File: config.mk
export PLATFORM = sky130hd
export DESIGN_NAME = dis_init_seq
export DESIGN_NICKNAME = d
export VERILOG_FILES = /design/src/dis_init_seq.v /design/src/dis_wait_counter.v
export VERILOG_INCLUDE_DIRS = /design/src /design/src/src
export SDC_FILE = /design/constraint.sdc
export NUM_CORES = 1
export LEC_CHECK = 0
export BUFFER_PORTS_ARGS = -buffer_cell sky130_fd_sc_hd__clkbuf_2
export CORE_MARGIN = 1.5
export CORE_UTILIZATION = 28
export CTS_CLUSTER_DIAMETER = 150
export DETAILED_ROUTE_END_ITERATION = 10
export PLACE_DENSITY = 0.44
export SYNTH_ARGS = -nofsm -noshare
export SYNTH_HDL_FRONTEND = slang
export SYNTH_SLANG_ARGS = --single-unit
File: constraint.sdc
create_clock -name clk_in -period 2 [get_ports clk_in]
set_input_delay 0.2 -clock clk_in [delete_from_list [all_inputs] [get_ports clk_in]]
set_output_delay 0.2 -clock clk_in [all_outputs]
set_load 0.005 [all_outputs]
File: src/dis_defs.vh
// Constants for the DDR3 initialization and mode register sequencer (device side)
`ifndef DIS_DEFS_VH
`define DIS_DEFS_VH
`define DIS_CLK_PERIOD_PS 5000
`define DIS_DLL_LOCK_CYCLES 512
`define DIS_CAL_TIME_NS 640
`define DIS_MODE_UPDATE_NS 60
`define DIS_CMD_W 3
`define DIS_CMD_NOP 3'h0
`define DIS_CMD_DES 3'h1
`define DIS_CMD_MRS 3'h2
`define DIS_CMD_ZQCL 3'h3
`define DIS_CMD_OTHER 3'h4
`define DIS_MR_W 18
`define DIS_MR_DLL_RST_BIT 8
`define DIS_BA_MR0 3'h0
`define DIS_BA_MR1 3'h1
`define DIS_BA_MR2 3'h2
`define DIS_BA_MR3 3'h3
`define DIS_ST_RESET 3'h0
`define DIS_ST_WAIT_CKE 3'h1
`define DIS_ST_MR2 3'h2
`define DIS_ST_MR3 3'h3
`define DIS_ST_MR1 3'h4
`define DIS_ST_MR0 3'h5
`define DIS_ST_ZQ 3'h6
`define DIS_ST_DONE 3'h7
`endif

File: src/dis_init_seq.v
// DDR3 device-side initialization and mode register set sequencer
`include "dis_defs.vh"
module dis_init_seq #(
  parameter CLK_PERIOD_PS = `DIS_CLK_PERIOD_PS,
  parameter DLL_LOCK_CYCLES = `DIS_DLL_LOCK_CYCLES,
  parameter CAL_TIME_NS = `DIS_CAL_TIME_NS,
  parameter MODE_UPDATE_NS = `DIS_MODE_UPDATE_NS
) (
  input wire clk_in,
  input wire resetn_in,
  input wire cke_in,
  input wire odt_in,
  input wire [`DIS_CMD_W-1:0] cmd_in,
  input wire [2:0] ba_in,
  input wire [`DIS_MR_W-1:0] addr_in,
  output reg [`DIS_MR_W-1:0] mr0_out,
  output reg [`DIS_MR_W-1:0] mr1_out,
  output reg [`DIS_MR_W-1:0] mr2_out,
  output reg [`DIS_MR_W-1:0] mr3_out,
  output reg odt_enable_out,
  output reg dll_locked_out,
  output reg cal_done_out,
  output reg ready_out,
  output reg mode_updating_out,
  output reg seq_error_out,
  output wire [2:0] state_out
);
  // Least times round up to whole cycles
  localparam integer CAL_CYC_I = (CAL_TIME_NS * 1000 + CLK_PERIOD_PS - 1) / CLK_PERIOD_PS;
  localparam integer MOD_CYC_I = (MODE_UPDATE_NS * 1000 + CLK_PERIOD_PS - 1) / CLK_PERIOD_PS;
  localparam integer DLL_CYC_I = DLL_LOCK_CYCLES;
  // Counters are 16 bits; longer waits need a wider counter
  localparam [15:0] CAL_CYC = CAL_CYC_I[15:0];
  localparam [15:0] MOD_CYC = MOD_CYC_I[15:0];
  localparam [15:0] DLL_CYC = DLL_CYC_I[15:0];

  localparam [2:0] ST_RESET = `DIS_ST_RESET;
  localparam [2:0] ST_WAIT_CKE = `DIS_ST_WAIT_CKE;
  localparam [2:0] ST_MR2 = `DIS_ST_MR2;
  localparam [2:0] ST_MR3 = `DIS_ST_MR3;
  localparam [2:0] ST_MR1 = `DIS_ST_MR1;
  localparam [2:0] ST_MR0 = `DIS_ST_MR0;
  localparam [2:0] ST_ZQ = `DIS_ST_ZQ;
  localparam [2:0] ST_DONE = `DIS_ST_DONE;

  reg [2:0] state_q;
  reg [2:0] state_d;
  reg cke_q;
  reg mod_run_q;
  wire is_mrs;
  wire is_zq;
  wire is_idle_cmd;
  wire is_other_cmd;
  wire mr0_load;
  wire dll_rst_req;
  wire cal_start;
  wire bad_bank;
  wire in_load_states;
  wire order_err;
  wire update_violation;
  wire [`DIS_MR_W-1:0] dll_rst_mask;
  wire dll_done;
  wire cal_done;
  wire mod_done;
  wire mod_busy;
  wire odt_allowed;
  wire ready_d;

  assign state_out = state_q;
  assign is_mrs = cke_in && (cmd_in == `DIS_CMD_MRS);
  assign is_zq = cke_in && (cmd_in == `DIS_CMD_ZQCL);
  // With CKE high, NOP, deselect and MRS are the only commands allowed while an update runs
  assign is_idle_cmd = (cmd_in == `DIS_CMD_NOP) || (cmd_in == `DIS_CMD_DES);
  assign is_other_cmd = cke_in && !is_idle_cmd && (cmd_in != `DIS_CMD_MRS);
  assign mr0_load = is_mrs && (ba_in == `DIS_BA_MR0);
  assign dll_rst_req = mr0_load && addr_in[`DIS_MR_DLL_RST_BIT];
  assign cal_start = is_zq && (state_q == ST_ZQ);
  assign bad_bank = is_mrs && (ba_in > `DIS_BA_MR3);
  assign in_load_states = (state_q >= ST_MR2) && (state_q <= ST_MR0);
  assign order_err = is_mrs && in_load_states && (state_d == state_q);
  assign update_violation = mod_busy && is_other_cmd;
  assign dll_rst_mask = {{(`DIS_MR_W-1){1'b0}}, 1'b1} << `DIS_MR_DLL_RST_BIT;
  assign mod_busy = mod_run_q && !mod_done;
  // Termination waits for registered CKE and a quiet mode update
  assign odt_allowed = cke_q && !mod_busy && !is_mrs;
  assign ready_d = dll_done && cal_done && (state_q == ST_DONE);

  // One counter per wait keeps DLL lock and calibration overlapping
  dis_wait_counter #(.W(16)) u_dll (
    .clk_in(clk_in),
    .resetn_in(resetn_in),
    .clear_in(1'b0),
    .start_in(dll_rst_req),
    .load_in(DLL_CYC),
    .done_out(dll_done)
  );
  dis_wait_counter #(.W(16)) u_cal (
    .clk_in(clk_in),
    .resetn_in(resetn_in),
    .clear_in(1'b0),
    .start_in(cal_start),
    .load_in(CAL_CYC),
    .done_out(cal_done)
  );
  // A reload restarts the update wait from its full length
  dis_wait_counter #(.W(16)) u_mod (
    .clk_in(clk_in),
    .resetn_in(resetn_in),
    .clear_in(1'b0),
    .start_in(is_mrs),
    .load_in(MOD_CYC),
    .done_out(mod_done)
  );

  // Reset-exit wait is left to the controller; not checked here
  always @* begin
    state_d = state_q;
    case (state_q)
      ST_RESET: state_d = ST_WAIT_CKE;
      ST_WAIT_CKE: if (cke_in) state_d = ST_MR2;
      ST_MR2: if (is_mrs && ba_in == `DIS_BA_MR2) state_d = ST_MR3;
      ST_MR3: if (is_mrs && ba_in == `DIS_BA_MR3) state_d = ST_MR1;
      ST_MR1: if (is_mrs && ba_in == `DIS_BA_MR1) state_d = ST_MR0;
      ST_MR0: if (is_mrs && ba_in == `DIS_BA_MR0) state_d = ST_ZQ;
      ST_ZQ: if (is_zq) state_d = ST_DONE;
      ST_DONE: state_d = ST_DONE;
      default: state_d = ST_RESET;
    endcase
  end

  // Sequencer state, CKE history and update tracking
  always @(posedge clk_in or negedge resetn_in) begin
    if (!resetn_in) begin
      state_q <= ST_RESET;
      cke_q <= 1'b0;
      mod_run_q <= 1'b0;
    end else begin
      state_q <= state_d;
      cke_q <= cke_q | cke_in;
      if (is_mrs) begin
        mod_run_q <= 1'b1;
      end
    end
  end

  // Whole value replaces the register, with the MR0 DLL reset bit stored as 0; the array is never touched here
  always @(posedge clk_in or negedge resetn_in) begin
    if (!resetn_in) begin
      mr0_out <= {`DIS_MR_W{1'b0}};
      mr1_out <= {`DIS_MR_W{1'b0}};
      mr2_out <= {`DIS_MR_W{1'b0}};
      mr3_out <= {`DIS_MR_W{1'b0}};
    end else if (is_mrs) begin
      case (ba_in)
        `DIS_BA_MR0: mr0_out <= addr_in & ~dll_rst_mask;
        `DIS_BA_MR1: mr1_out <= addr_in;
        `DIS_BA_MR2: mr2_out <= addr_in;
        `DIS_BA_MR3: mr3_out <= addr_in;
        default: ;
      endcase
    end
  end

  // Termination and mode update indication
  always @(posedge clk_in or negedge resetn_in) begin
    if (!resetn_in) begin
      odt_enable_out <= 1'b0;
      mode_updating_out <= 1'b0;
    end else begin
      odt_enable_out <= odt_allowed && odt_in;
      mode_updating_out <= is_mrs || mod_busy;
    end
  end

  // Sticky lock and calibration flags; ready is re-registered every cycle and needs both waits and a finished sequence
  always @(posedge clk_in or negedge resetn_in) begin
    if (!resetn_in) begin
      dll_locked_out <= 1'b0;
      cal_done_out <= 1'b0;
      ready_out <= 1'b0;
    end else begin
      if (dll_done) begin
        dll_locked_out <= 1'b1;
      end
      if (cal_done) begin
        cal_done_out <= 1'b1;
      end
      ready_out <= ready_d;
    end
  end

  // Sticky error: bad bank, command inside an update, or load out of order
  always @(posedge clk_in or negedge resetn_in) begin
    if (!resetn_in) begin
      seq_error_out <= 1'b0;
    end else if (bad_bank || update_violation || order_err) begin
      seq_error_out <= 1'b1;
    end
  end
endmodule // dis_init_seq

File: src/dis_wait_counter.v
// Down counter that reports when a programmed wait has elapsed
module dis_wait_counter #(
  parameter W = 16
) (
  input wire clk_in,
  input wire resetn_in,
  input wire clear_in,
  input wire start_in,
  input wire [W-1:0] load_in,
  output wire done_out
);
  reg [W-1:0] cnt_q;
  reg run_q;
  always @(posedge clk_in or negedge resetn_in) begin
    if (!resetn_in) begin
      cnt_q <= {W{1'b0}};
      run_q <= 1'b0;
    end else if (clear_in) begin
      cnt_q <= {W{1'b0}};
      run_q <= 1'b0;
    end else if (start_in) begin
      cnt_q <= load_in;
      run_q <= 1'b1;
    end else if (run_q && cnt_q != {W{1'b0}}) begin
      cnt_q <= cnt_q - {{(W-1){1'b0}}, 1'b1};
    end
  end
  assign done_out = run_q && (cnt_q == {W{1'b0}});
endmodule // dis_wait_counter

# After elaboration in Yosys (flattened, before gate mapping)
# Cells that the tools add are included.
[word_totals]
regBits = 132
latchBits = 0
mem_bits_rw = 0
mem_bits_ro = 0
input_bits = 28
out_inout_bits = 81
wordCells = 104
memories = 0
[op_classes]
add_sub_neg = 3
n_mul = 0
div = 0
n_lt_le_gt_ge = 3
n_eq_ne = 15
n_shift = 0
muxes = 13
n_bitwise = 1
n_reduce_logical = 51
[op_table]
columns = ["cell", "n"]
rows = [
  ["16-bit two-way mux", 6],
  ["16-bit zero test", 3],
  ["16-bit nonzero test", 3],
  ["16-bit by 1-bit subtractor with 16-bit output, second input constant", 3],
  ["1-bit logical AND", 27],
  ["3-bit case mux with 8 select lines", 1],
  ["3-bit by 2-bit == test with 1-bit output, second input constant", 6],
  ["3-bit two-way mux", 6],
  ["3-bit == test, second input constant", 4],
  ["3-bit by 1-bit == test with 1-bit output, second input constant", 3],
  ["3-bit zero test", 3],
  ["2-bit AND reduction", 4],
  ["2-bit nonzero test", 3],
  ["1-bit zero test", 4],
  ["1-bit logical OR", 4],
  ["3-bit == test", 1],
  ["3-bit by 2-bit >= comparator with 1-bit output, second input constant", 1],
  ["3-bit by 2-bit greater-than comparator with 1-bit output, second input constant", 1],
  ["3-bit <= comparator, second input constant", 1],
  ["3-bit by 2-bit != test with 1-bit output, second input constant", 1],
  ["1-bit OR", 1],
]

# Depth between registers and ports, before layout
# Gate-level depths: netlist (run 1).
[logic_depth]
ltp_word = 8
depth_mapped = 8
ltp_nobuf = 7

# Cells and area by module
# Synthesis (run 1) repeated with hierarchy kept, for this count alone.
[unflattened]
cells_unflattened = 649
area_unflattened_um2 = 6882.9
[by_module_without_submodules]
columns = ["mod", "instances", "cells_each", "area_per_inst_um2"]
rows = [
  ["dis_init_seq", 1, 232, 3365.7],
  ["dis_wait_counter at u_cal ...", 2, 140, 1168.6],
  ["dis_wait_counter at u_mod", 1, 137, 1179.9],
]

# Worst setup path before layout (run 1)
# OpenSTA, ideal clock, no wires.
[synth_path]
kind = "register to register"
from = "register u_dll.cnt_q[10]"
to = "register u_dll.cnt_q[6]"
setup_ps = 119
arrival_ps = 2109
required_ps = 1881
path_slack_ps = -228
stages_incl_launch_ff = 8
path_buffers = 2
synth_period_minus_slack_ps = 2228
cell_sequence = "dfrtp_1 -> or4_4 -> or4b_4 -> buf_6 -> o211ai_4 -> buf_6 -> o21ai_1 -> and2_1"
[synth_via]
elab_chain_cells = 3
[synth_lines]
columns = ["element", "line_no", "text"]
rows = [
  ["from (decl)", "dis_wait_counter.v:12", "reg [W-1:0] cnt_q;"],
  ["from (signal assigned)", "dis_wait_counter.v:16", "cnt_q <= {W{1'b0}};"],
  ["from (signal assigned)", "dis_wait_counter.v:19", "cnt_q <= {W{1'b0}};"],
  ["from (signal assigned)", "dis_wait_counter.v:22", "cnt_q <= load_in;"],
  ["16-bit nonzero test", "dis_wait_counter.v:24", "end else if (run_q && cnt_q != {W{1'b0}}) begin"],
  ["1-bit logical AND", "dis_wait_counter.v:24", ""],
  ["2-bit nonzero test (no source line)", "n/a", ""],
]
# No other way between the ends.
# A chain may end at the register's enable or synchronous reset.

# Worst setup path after layout (run 1)
[layout_path]
from = "register u_dll.cnt_q[9]"
to = "register u_dll.cnt_q[14]"
[layout_via]
elab_chain_cells = 3
word_cells_on_any_way = 6
cone_classes = "add/sub: 1; mux: 2; reduce/logical: 3"
[layout_lines]
columns = ["element", "line_no"]
rows = [
  ["16-bit by 1-bit subtractor with 16-bit output or 16-bit nonzero test (tied branches)", "dis_wait_counter.v:25, dis_wait_counter.v:24"],
  ["16-bit two-way mux or 1-bit logical AND (tied branches)", "dis_wait_counter.v:24"],
  ["16-bit two-way mux or 2-bit nonzero test (tied branches)", "n/a"],
]
# Several ways; a longest one is shown, not always the timed one. The select of a mux whose other input is x is not followed.

==> results.yml, run 1 <==
yosys:
  syn_area_per_cell_um2: 12.2
  netlist_instances: 485
  synth_most_common_cell: "dfrtp_1"
  yosys_warnings: 0
  yosysTopAreaCellShare: 0.560
  synthTopCellsByCount: "dfrtp_1, mux2_2, nor2_1"
  synthTopCellsByArea: "dfrtp_1, mux2_2, xor2_1, nor2_1, o2111ai_1"
  synthDistinctLibCells: 60
  syn-num-nets: 516
  yosysTopAreaCell: "dfrtp_1"
  yosys_register_bits: 132
  syn_area_mm2: 0.00590
  synth_edf_count: 0
  synthArstFlopShare: 1.00
  ys.flop_type: "dfrtp_1"
  ys_seq_area_frac: 0.560
timing:
  fmax_mhz: 448
  hold_ws_ns: 0.0500
  worst_slew_pin_slew_ns: 0.538
  finalMaxSlewViolations: 0
  min_period_ns: 2.23
  setup_viol: 18
  rsz0062_at_grt: "yes"
  timing.final.ws_setup_ns: -0.233
  skew_ns: 0.00639
  hold_violations: 0
  slew_headroom: 0.640
  fin_crit_sh: 1.12
worst_hold_path:
  hp-class: "in -> reg"
die:
  core_area_mm2: 0.0204
  fp.dieArea_mm2: 0.0219
  io_pins: 109
  start_util: 0.289
  row_count: 52
  die_h_um: 148
  die_w_um: 148
grt:
  gr-total-overflow: 0
  grt_pass1_vias: 4762
  antenna_found_initial: 2
  busiest_layer: "met2"
  grtUsageMet3: 0.0592
  grt_usage: 0.147
  grt_use_met2: 0.229
  use_met1: 0.183
  grt_pass1_wl_um: 24900
  grt_start_max_net_pins: 58
critical_path:
  crit_type: "reg -> reg"
  path_buf_inv: 0
  end_kind: "register"
  worstPathMaxFanout: 3
  crit_family: "simple AND/OR/NAND/NOR gates"
  cp_slowest_stage_delay_ns: 0.56
  required_ns: 2.35
  crit_chain: "or4_4 -> or3_4 -> or3_4 -> or3_1 -> a21oi_2"
  crit_path_start_kind: "register"
  arrival_ns: 2.58
  slowest_stage: "or4_4"
  crit_path_frequent_cell: "or3_4"
detailed_routing:
  viasPerCell: 4.76
  via_count: 4432
  drc_errors: 0
  antenna_left: 0
  drtPass1Iterations: 4
  drt-initial-drc-count: 215
  wl_per_cell_um: 16.4
  drt-total-wl_um: 15300
placed_design:
  portBuffers: 107
  dp.cells: 891
  post-dp-hpwl_um: 10200
  globalplace.congestion: 0.792
clock_tree:
  clockBufferDepth: 2
  clkSinkCount: 132
  clk_root_buffer_cell: "clkbuf_16"
  cts_tree: "done"
  path_clk_slew_ns: 0.06
  cts_made_buffers: 17
  clk_latency_ns: 0.42
  cts_max_level: 4
pwr:
  power_density_mw_per_mm2: 1150
  p_leak_nw: 3.66
  vdd_drop_max_v: 0.000566
cells_and_area:
  fin_nets: 677
  final_cells: 931
  area_growth_syn_to_layout_pct: 35.6
  drive_gt1_frac: 0.475
run:
  max_cap_viol_count: 0
outcome:
  status: "finished, violations left"
  failed_checks: "negative setup slack"
worst paths after layout:
path	slack, ns	end	from	cells past startpoint
min in group asynchronous	0.24	mode_updating_out	resetn_in	2
setup reg to reg	-0.23	u_dll.cnt_q[14]	u_dll.cnt_q[9]	5
setup / recovery	-0.23	u_dll.cnt_q[14]	u_dll.cnt_q[9]	5
max in group asynchronous	1.08	u_dll.cnt_q[7]	resetn_in	3
hold / removal	0.05	mr2_out[11]	addr_in[11]	2
hold reg to reg	0.47	cal_done_out	cal_done_out	1
logic make-up (layout without fill, tap and decap cells):
| logic type | count (synthesis) | in the layout | synth area share |
|---|---|---|---|
| other | 1 | 3 | 0.000636 |
| AOI/OAI and AO/OA | 68 | 69 | 0.0862 |
| DFF | 132 | 132 | 0.560 |
| muxes | 73 | 73 | 0.139 |
| xor gates and xnor gates | 29 | 29 | 0.0431 |
| buffers and inverters | 33 | 205 | 0.0244 |
| and+or+nand+nor | 146 | 147 | 0.140 |
| adders and majority gates | 3 | 3 | 0.00637 |
sequential cells by signal, summed over array words and instances (netlist names), 3 cells and up:
name         flops
mr1_out         18
mr3_out         18
u_dll.cnt_q     16
u_mod.cnt_q     16
u_cal.cnt_q     16
state_out        3
mr0_out         17
mr2_out         18
report_power, final:
part | switching [mW] | internal (mW) | total (mW)
Clock | 1.28 | 1.90 | 3.19
Sequential | 0.379 | 3.18 | 3.56
Combinational | 1.25 | 1.21 | 2.46
Total | 2.91 | 6.30 | 9.21
final cells by class:
type,count,area (um2)
diodes,2,5.00
clock buffers,18,439
clock inverters,14,161
fillers,2034,12400
inverters,11,41.3
multi-input cells,322,2700
flip-flops and latches,132,3300
well taps,270,338
repair buffers,162,1010
repair_timing:
action,in CTS,in global routing
pin swaps,10,14
cloned,2,0
hold buffers,2,0
resized for setup,20,18
hold endpoints to repair,30,0
setup endpoints to repair,32,33
setup buffers,0,2
cell usage in the layout, fill, tap and decap left out, types with 4 or more instances in the layout:
cell type | synthesis | final
dfrtp_1 | 132 | 132
clkbuf_2 | 0 | 106
mux2_2 | 72 | 72
buf_4 | 1 | 47
nor2_1 | 46 | 46
xor2_1 | 21 | 21
nand2_1 | 19 | 19
clkbuf_16 | 0 | 17
inv_1 | 11 | 11
a21oi_1 | 14 | 11
nor3_1 | 12 | 10
or3_1 | 13 | 8
xnor2_1 | 8 | 8
a21oi_2 | 4 | 7
o31ai_1 | 7 | 7
inv_6 | 0 | 7
o21ai_0 | 6 | 6
nand2b_1 | 7 | 6
o2111ai_1 | 12 | 6
or4_4 | 2 | 6
or3_4 | 0 | 6
o211ai_1 | 6 | 6
nand4_1 | 5 | 5
o2111ai_2 | 0 | 5
nand3_1 | 4 | 4
o21ai_1 | 5 | 4
buf_6 | 2 | 4
through the flow:
step           setup slack, ns  setup TNS [ns]  power [mW]  instance area, um2   util
2_1_floorplan           -0.165           -2.35        4.74                5920      -
3_3_place_gp            -0.160           -3.38        5.71                7120  0.349
3_5_place_dp            -0.193           -4.05        5.76                7120  0.349
4_1_cts                 -0.226           -3.11        9.14                7870  0.385
5_1_grt                 -0.281           -4.57        9.75                7990  0.391
6_report                -0.233           -3.19        9.21                8000  0.391
per-layer routing:
layer,part of all wire,vias to the layer above
li1,-,2089
met1,0.46,2220
met2,0.46,109
met3,0.067,14
met4,0.017,0
met5,0,-
Power figures use the tool's default switching activity.
==> run 2, diff against run 1 <==
--- a/config.mk
+++ b/config.mk
@@ -9,2 +9,3 @@
 export BUFFER_PORTS_ARGS = -buffer_cell sky130_fd_sc_hd__clkbuf_2
+export CORE_ASPECT_RATIO = 1.75
 export CORE_MARGIN = 1.5
@@ -13,3 +14,3 @@
 export DETAILED_ROUTE_END_ITERATION = 10
-export PLACE_DENSITY = 0.44
+export PLACE_DENSITY = 0.43
 export SYNTH_ARGS = -nofsm -noshare
==> constraint.sdc (replaced) <==
create_clock -name clk_in -period 2.7 [get_ports clk_in]
set_input_delay 0.675 -clock clk_in [delete_from_list [all_inputs] [get_ports clk_in]]
set_output_delay 0.675 -clock clk_in [all_outputs]
set_load 0.005 [all_outputs]
==> results.yml, run 2 (synthesis gave the netlist of run 1 again) <==
timing:
  hold_violations: 0
  slew_headroom: 0.577
  fin_crit_sh: 0.886
  worst_slew_pin_slew_ns: 0.625
  skew_ns: 0.00751
  hold_ws_ns: 0.165
  setup_viol: 0
  finalMaxSlewViolations: 0
  rsz0062_at_grt: "no"
  fin_tns_setup_ns: 0
  min_period_ns: 2.39
  timing.final.ws_setup_ns: 0.308
  fmax_mhz: 418
pwr:
  power_frac_seq: 0.437
  p_clk_frac: 0.363
  p_int_mw: 4.34
  p_sw_frac: 0.301
  power_density_mw_per_mm2: 839
  vdd_drop_max_v: 0.000414
  p_comb_frac: 0.200
  p_leak_nw: 3.40
  switchingPower_mw: 1.87
cells_and_area:
  insertedDiodeCount: 0
  final_cells: 871
  area_growth_syn_to_layout_pct: 25.4
  fin_nets: 637
  fin_area_mm2: 0.00739
  mostFrequentLayoutCells: "dfrtp_1, clkbuf_2, mux2_2, nor2_1, xor2_1"
  drive_gt1_frac: 0.397
  num-fill-cells: 2039
  final_common_cell: "dfrtp_1"
  top_regs: "mr1_out: 18 flops, mr2_out: 18 flops, mr3_out: 18 flops"
die:
  die_w_um: 113
  core_area_mm2: 0.0208
  row_count: 70
  io_pins: 109
  die_h_um: 195
  start_util: 0.284
  fp.dieArea_mm2: 0.0220
critical_path:
  r2r-end: "ready_out"
  arrival_ns: 2.69
  reg2reg_from: "u_dll.cnt_q[9]"
  worstPathMaxFanout: 7
  r2r_setup_slack_ns: 0.31
  end_kind: "register"
  required_ns: 3.00
  worstRegToRegCells: 4
  crit_type: "reg -> reg"
  crit_path_start_kind: "register"
clock_tree:
  post_cts_buffers: 0
  clockBufferDepth: 2
  cts_tree: "done"
  post_cts_resized: 0
  cts_made_buffers: 17
  clk_latency_ns: 0.42
  clkSinkCount: 132
  ctsHoldBuffers: 0
  cts_max_level: 4
  path_clk_slew_ns: 0.06
  clk_root_buffer_cell: "clkbuf_16"
placed_design:
  portBuffers: 107
  place_ws_ns: 0.300
  dpl-instance-area_mm2: 0.00681
  globalplace.congestion: 0.789
  post-dp-hpwl_um: 10500
  dp.cells: 839
grt:
  grt_pass1_vias: 4569
  busiest_layer: "met2"
  grt_pass1_wl_um: 24500
  use_met1: 0.150
  gr-total-overflow: 0
  antenna_found_initial: 0
  grt_usage: 0.144
  grtUsageMet3: 0.0377
  grt_start_max_net_pins: 62
  grt_use_met2: 0.267
detailed_routing:
  wl_per_cell_um: 17.0
  antenna_left: 0
  viasPerCell: 4.93
  drtPass1Iterations: 4
  drt-total-wl_um: 14800
  drc_errors: 0
  drt-initial-drc-count: 98
  via_count: 4290
run:
  max_cap_viol_count: 0
outcome:
  status: "completed"
worst_hold_path:
  hp-class: "in -> async"
-- run 2: cell types whose count changed in the layout (fill, tap and decap cells not counted), moves of 5 or more --
cell,before,now
o2111ai_1,6,12
o2111ai_2,5,0
or3_1,8,13
or3_4,6,0
inv_6,7,1
buf_4,47,16
-- run 2: routing by layer --
metal | vias to the layer above | part of all wire
met2 | 105 | 0.56
met5 | - | 0
met1 | 2173 | 0.38
li1 | 1992 | -
met4 | 0 | 0.023
met3 | 20 | 0.039
-- run 2: how the worst max path moves through the flow --
| stage | startpoint | endpoint | cells after the start |
|---|---|---|---|
| 2_1_floorplan | cmd_in[2] | seq_error_out | 6 |
| 3_3_place_gp | u_dll.cnt_q[10] | ready_out | 4 |
| 3_5_place_dp | u_dll.cnt_q[10] | ready_out | 4 |
| 4_1_cts | u_dll.cnt_q[9] | ready_out | 4 |
| 5_1_grt | u_dll.cnt_q[9] | ready_out | 4 |
| 6_report | u_dll.cnt_q[9] | ready_out | 4 |
-- run 2: metrics by stage --
step / util / total power, mW
after floorplan: - / 3.49
after global placement: 0.328 / 3.97
after detailed placement: 0.328 / 4.01
after CTS: 0.356 / 6.31
after global routing: 0.356 / 6.59
final: 0.356 / 6.21
-- run 2: worst max-delay path, cell delays in order, from the launching register on --
cell     delay, ns
dfrtp_1       0.40
or4_4         0.56
or4b_4        0.61
or3_1         0.45
nor4_2        0.24
-- run 2: cell type report --
| type | count | area, um2 | area share |
|---|---|---|---|
| clock inverter | 12 | 131 | 0.0178 |
| timing repair buffer | 124 | 691 | 0.0934 |
| tap | 252 | 315 | 0.0427 |
| sequential | 132 | 3300 | 0.447 |
| clock buffer | 20 | 447 | 0.0604 |
| multi-input combinational | 320 | 2460 | 0.333 |
| inverter | 11 | 41.3 | 0.00559 |
-- run 2: power by group through the flow --
stage                     clock network [mW]  logic [mW]  registers, mW
after CTS                               2.33        1.28           2.71
after global routing                    2.41        1.42           2.77
after global placement                     0        1.25           2.72
final                                   2.25        1.24           2.71
after floorplan                            0       0.839           2.66
after detailed placement                   0        1.27           2.73
==> run 3, diff against run 2 <==
Clock period 2.7 ns to 2.61 ns, I/O delays scaled along.
==> results.yml, run 3 (synthesis gave the netlist of run 1 again) <==
outcome:
  status: "completed"
timing:
  slew_headroom: 0.499
  worst_slew_pin_slew_ns: 0.751
  fin_crit_sh: 0.904
  finalMaxSlewViolations: 0
  skew_ns: 0.00694
  setup_viol: 0
  hold_violations: 0
  rsz0062_at_grt: "no"
  fin_tns_setup_ns: 0
  fmax_mhz: 424
  min_period_ns: 2.36
  hold_ws_ns: 0.0393
cells_and_area:
  final_common_cell: "dfrtp_1"
  fin_util: 0.357
  top_regs: "mr1_out: 18 flops, mr2_out: 18 flops, mr3_out: 18 flops"
  fin_nets: 638
  area_growth_syn_to_layout_pct: 25.6
  mostFrequentLayoutCells: "dfrtp_1, clkbuf_2, mux2_2, nor2_1, xor2_1"
  insertedDiodeCount: 0
  final_cells: 871
  drive_gt1_frac: 0.401
die:
  die_h_um: 195
  io_pins: 109
  fp.dieArea_mm2: 0.0220
  core_area_mm2: 0.0208
  start_util: 0.284
  die_w_um: 113
  row_count: 70
grt:
  grt_start_max_net_pins: 127
  grt_usage: 0.144
  gr-total-overflow: 0
  antenna_found_initial: 0
  grt_pass1_vias: 4580
  grt_pass1_wl_um: 24600
detailed_routing:
  drt-total-wl_um: 15000
  drt-initial-drc-count: 104
  viasPerCell: 4.90
  antenna_left: 0
  wl_per_cell_um: 17.2
  drtPass1Iterations: 4
  drc_errors: 0
  via_count: 4268
critical_path:
  r2r-end: "u_dll.cnt_q[12]"
  required_ns: 2.91
  crit_start: "u_dll.cnt_q[10]"
  endpoint: "u_dll.cnt_q[12]"
  worstPathMaxFanout: 12
  worstRegToRegCells: 5
  crit_type: "reg -> reg"
  end_kind: "register"
  crit_path_start_kind: "register"
  arrival_ns: 2.66
  reg2reg_from: "u_dll.cnt_q[10]"
  r2r_setup_slack_ns: 0.25
clock_tree:
  cts_max_level: 4
  cts_made_buffers: 17
  cts_tree: "done"
  clockBufferDepth: 2
  ctsHoldBuffers: 0
  path_clk_slew_ns: 0.06
  clk_root_buffer_cell: "clkbuf_16"
  post_cts_buffers: 0
  clk_latency_ns: 0.42
  clkSinkCount: 132
  post_cts_resized: 0
pwr:
  p_leak_nw: 3.39
  p_int_mw: 4.46
  vdd_drop_max_v: 0.000423
  p_clk_frac: 0.366
  switchingPower_mw: 2.00
  power_frac_seq: 0.433
  p_sw_frac: 0.310
  power_density_mw_per_mm2: 873
  p_comb_frac: 0.200
  power_mw: 6.46
worst_hold_path:
  hp-class: "in -> async"
run:
  max_cap_viol_count: 0
placed_design:
  globalplace.congestion: 0.758
  post-dp-hpwl_um: 10600
  portBuffers: 107
  dp.cells: 840
## run 3: cell count changes in the layout (fill, tap and decap cells not counted)
cell and change:
clkinvlp_4 +3, inv_6 +1, clkbuf_1 -2, clkinv_4 +1, clkinv_2 -3, buf_4 +1, clkbuf_8 -1
## run 3: power by group through the flow
stage | sequential (mW) | clock (mW) | combinational (mW)
2_1_floorplan | 2.75 | 0 | 0.868
6_report | 2.80 | 2.37 | 1.29
4_1_cts | 2.80 | 2.44 | 1.32
5_1_grt | 2.87 | 2.52 | 1.45
3_5_place_dp | 2.83 | 0 | 1.32
3_3_place_gp | 2.82 | 0 | 1.28
## run 3: final cells by class
type / instances / area [um2]
multi-input cells: 320 / 2460
flip-flops and latches: 132 / 3300
fillers: 2051 / 13400
clock inverters: 14 / 156
well taps: 252 / 315
repair buffers: 125 / 698
clock buffers: 17 / 425
inverters: 11 / 41.3
## run 3: layer usage
layer | GRT usage | up-vias | routed length [um]
li1 | - | 1990 | -
met1 | 0.156 | 2160 | 5820
met5 | 0 | - | 0
met3 | 0.0343 | 21 | 553
met4 | 0.0647 | 0 | 339
met2 | 0.264 | 97 | 8250
## run 3: critical path, cell delays in order (launching register included)
cell and delay [ns]:
dfrtp_1 0.40, or4_4 0.58, or4b_4 0.62, o211ai_4 0.38
or4b_1 0.19, a21oi_2 0.05
## run 3: worst min path at each step
stage	end	slack (ns)	depth (start not counted)
finish	dll_locked_out	0.04	1
global route	dll_locked_out	0.03	1
global placement	dll_locked_out	0.46	1
floorplan	cal_done_out	0.36	0
detailed placement	cal_done_out	0.45	1
CTS	dll_locked_out	0.02	1
## run 3: stage by stage
| stage | cell area [um2] | setup WS (ns) |
|---|---|---|
| 4_1_cts | 7400 | 0.235 |
| 2_1_floorplan | 5900 | 0.339 |
| 3_5_place_dp | 6820 | 0.250 |
| 6_report | 7400 | 0.252 |
| 5_1_grt | 7400 | 0.122 |
| 3_3_place_gp | 6820 | 0.306 |
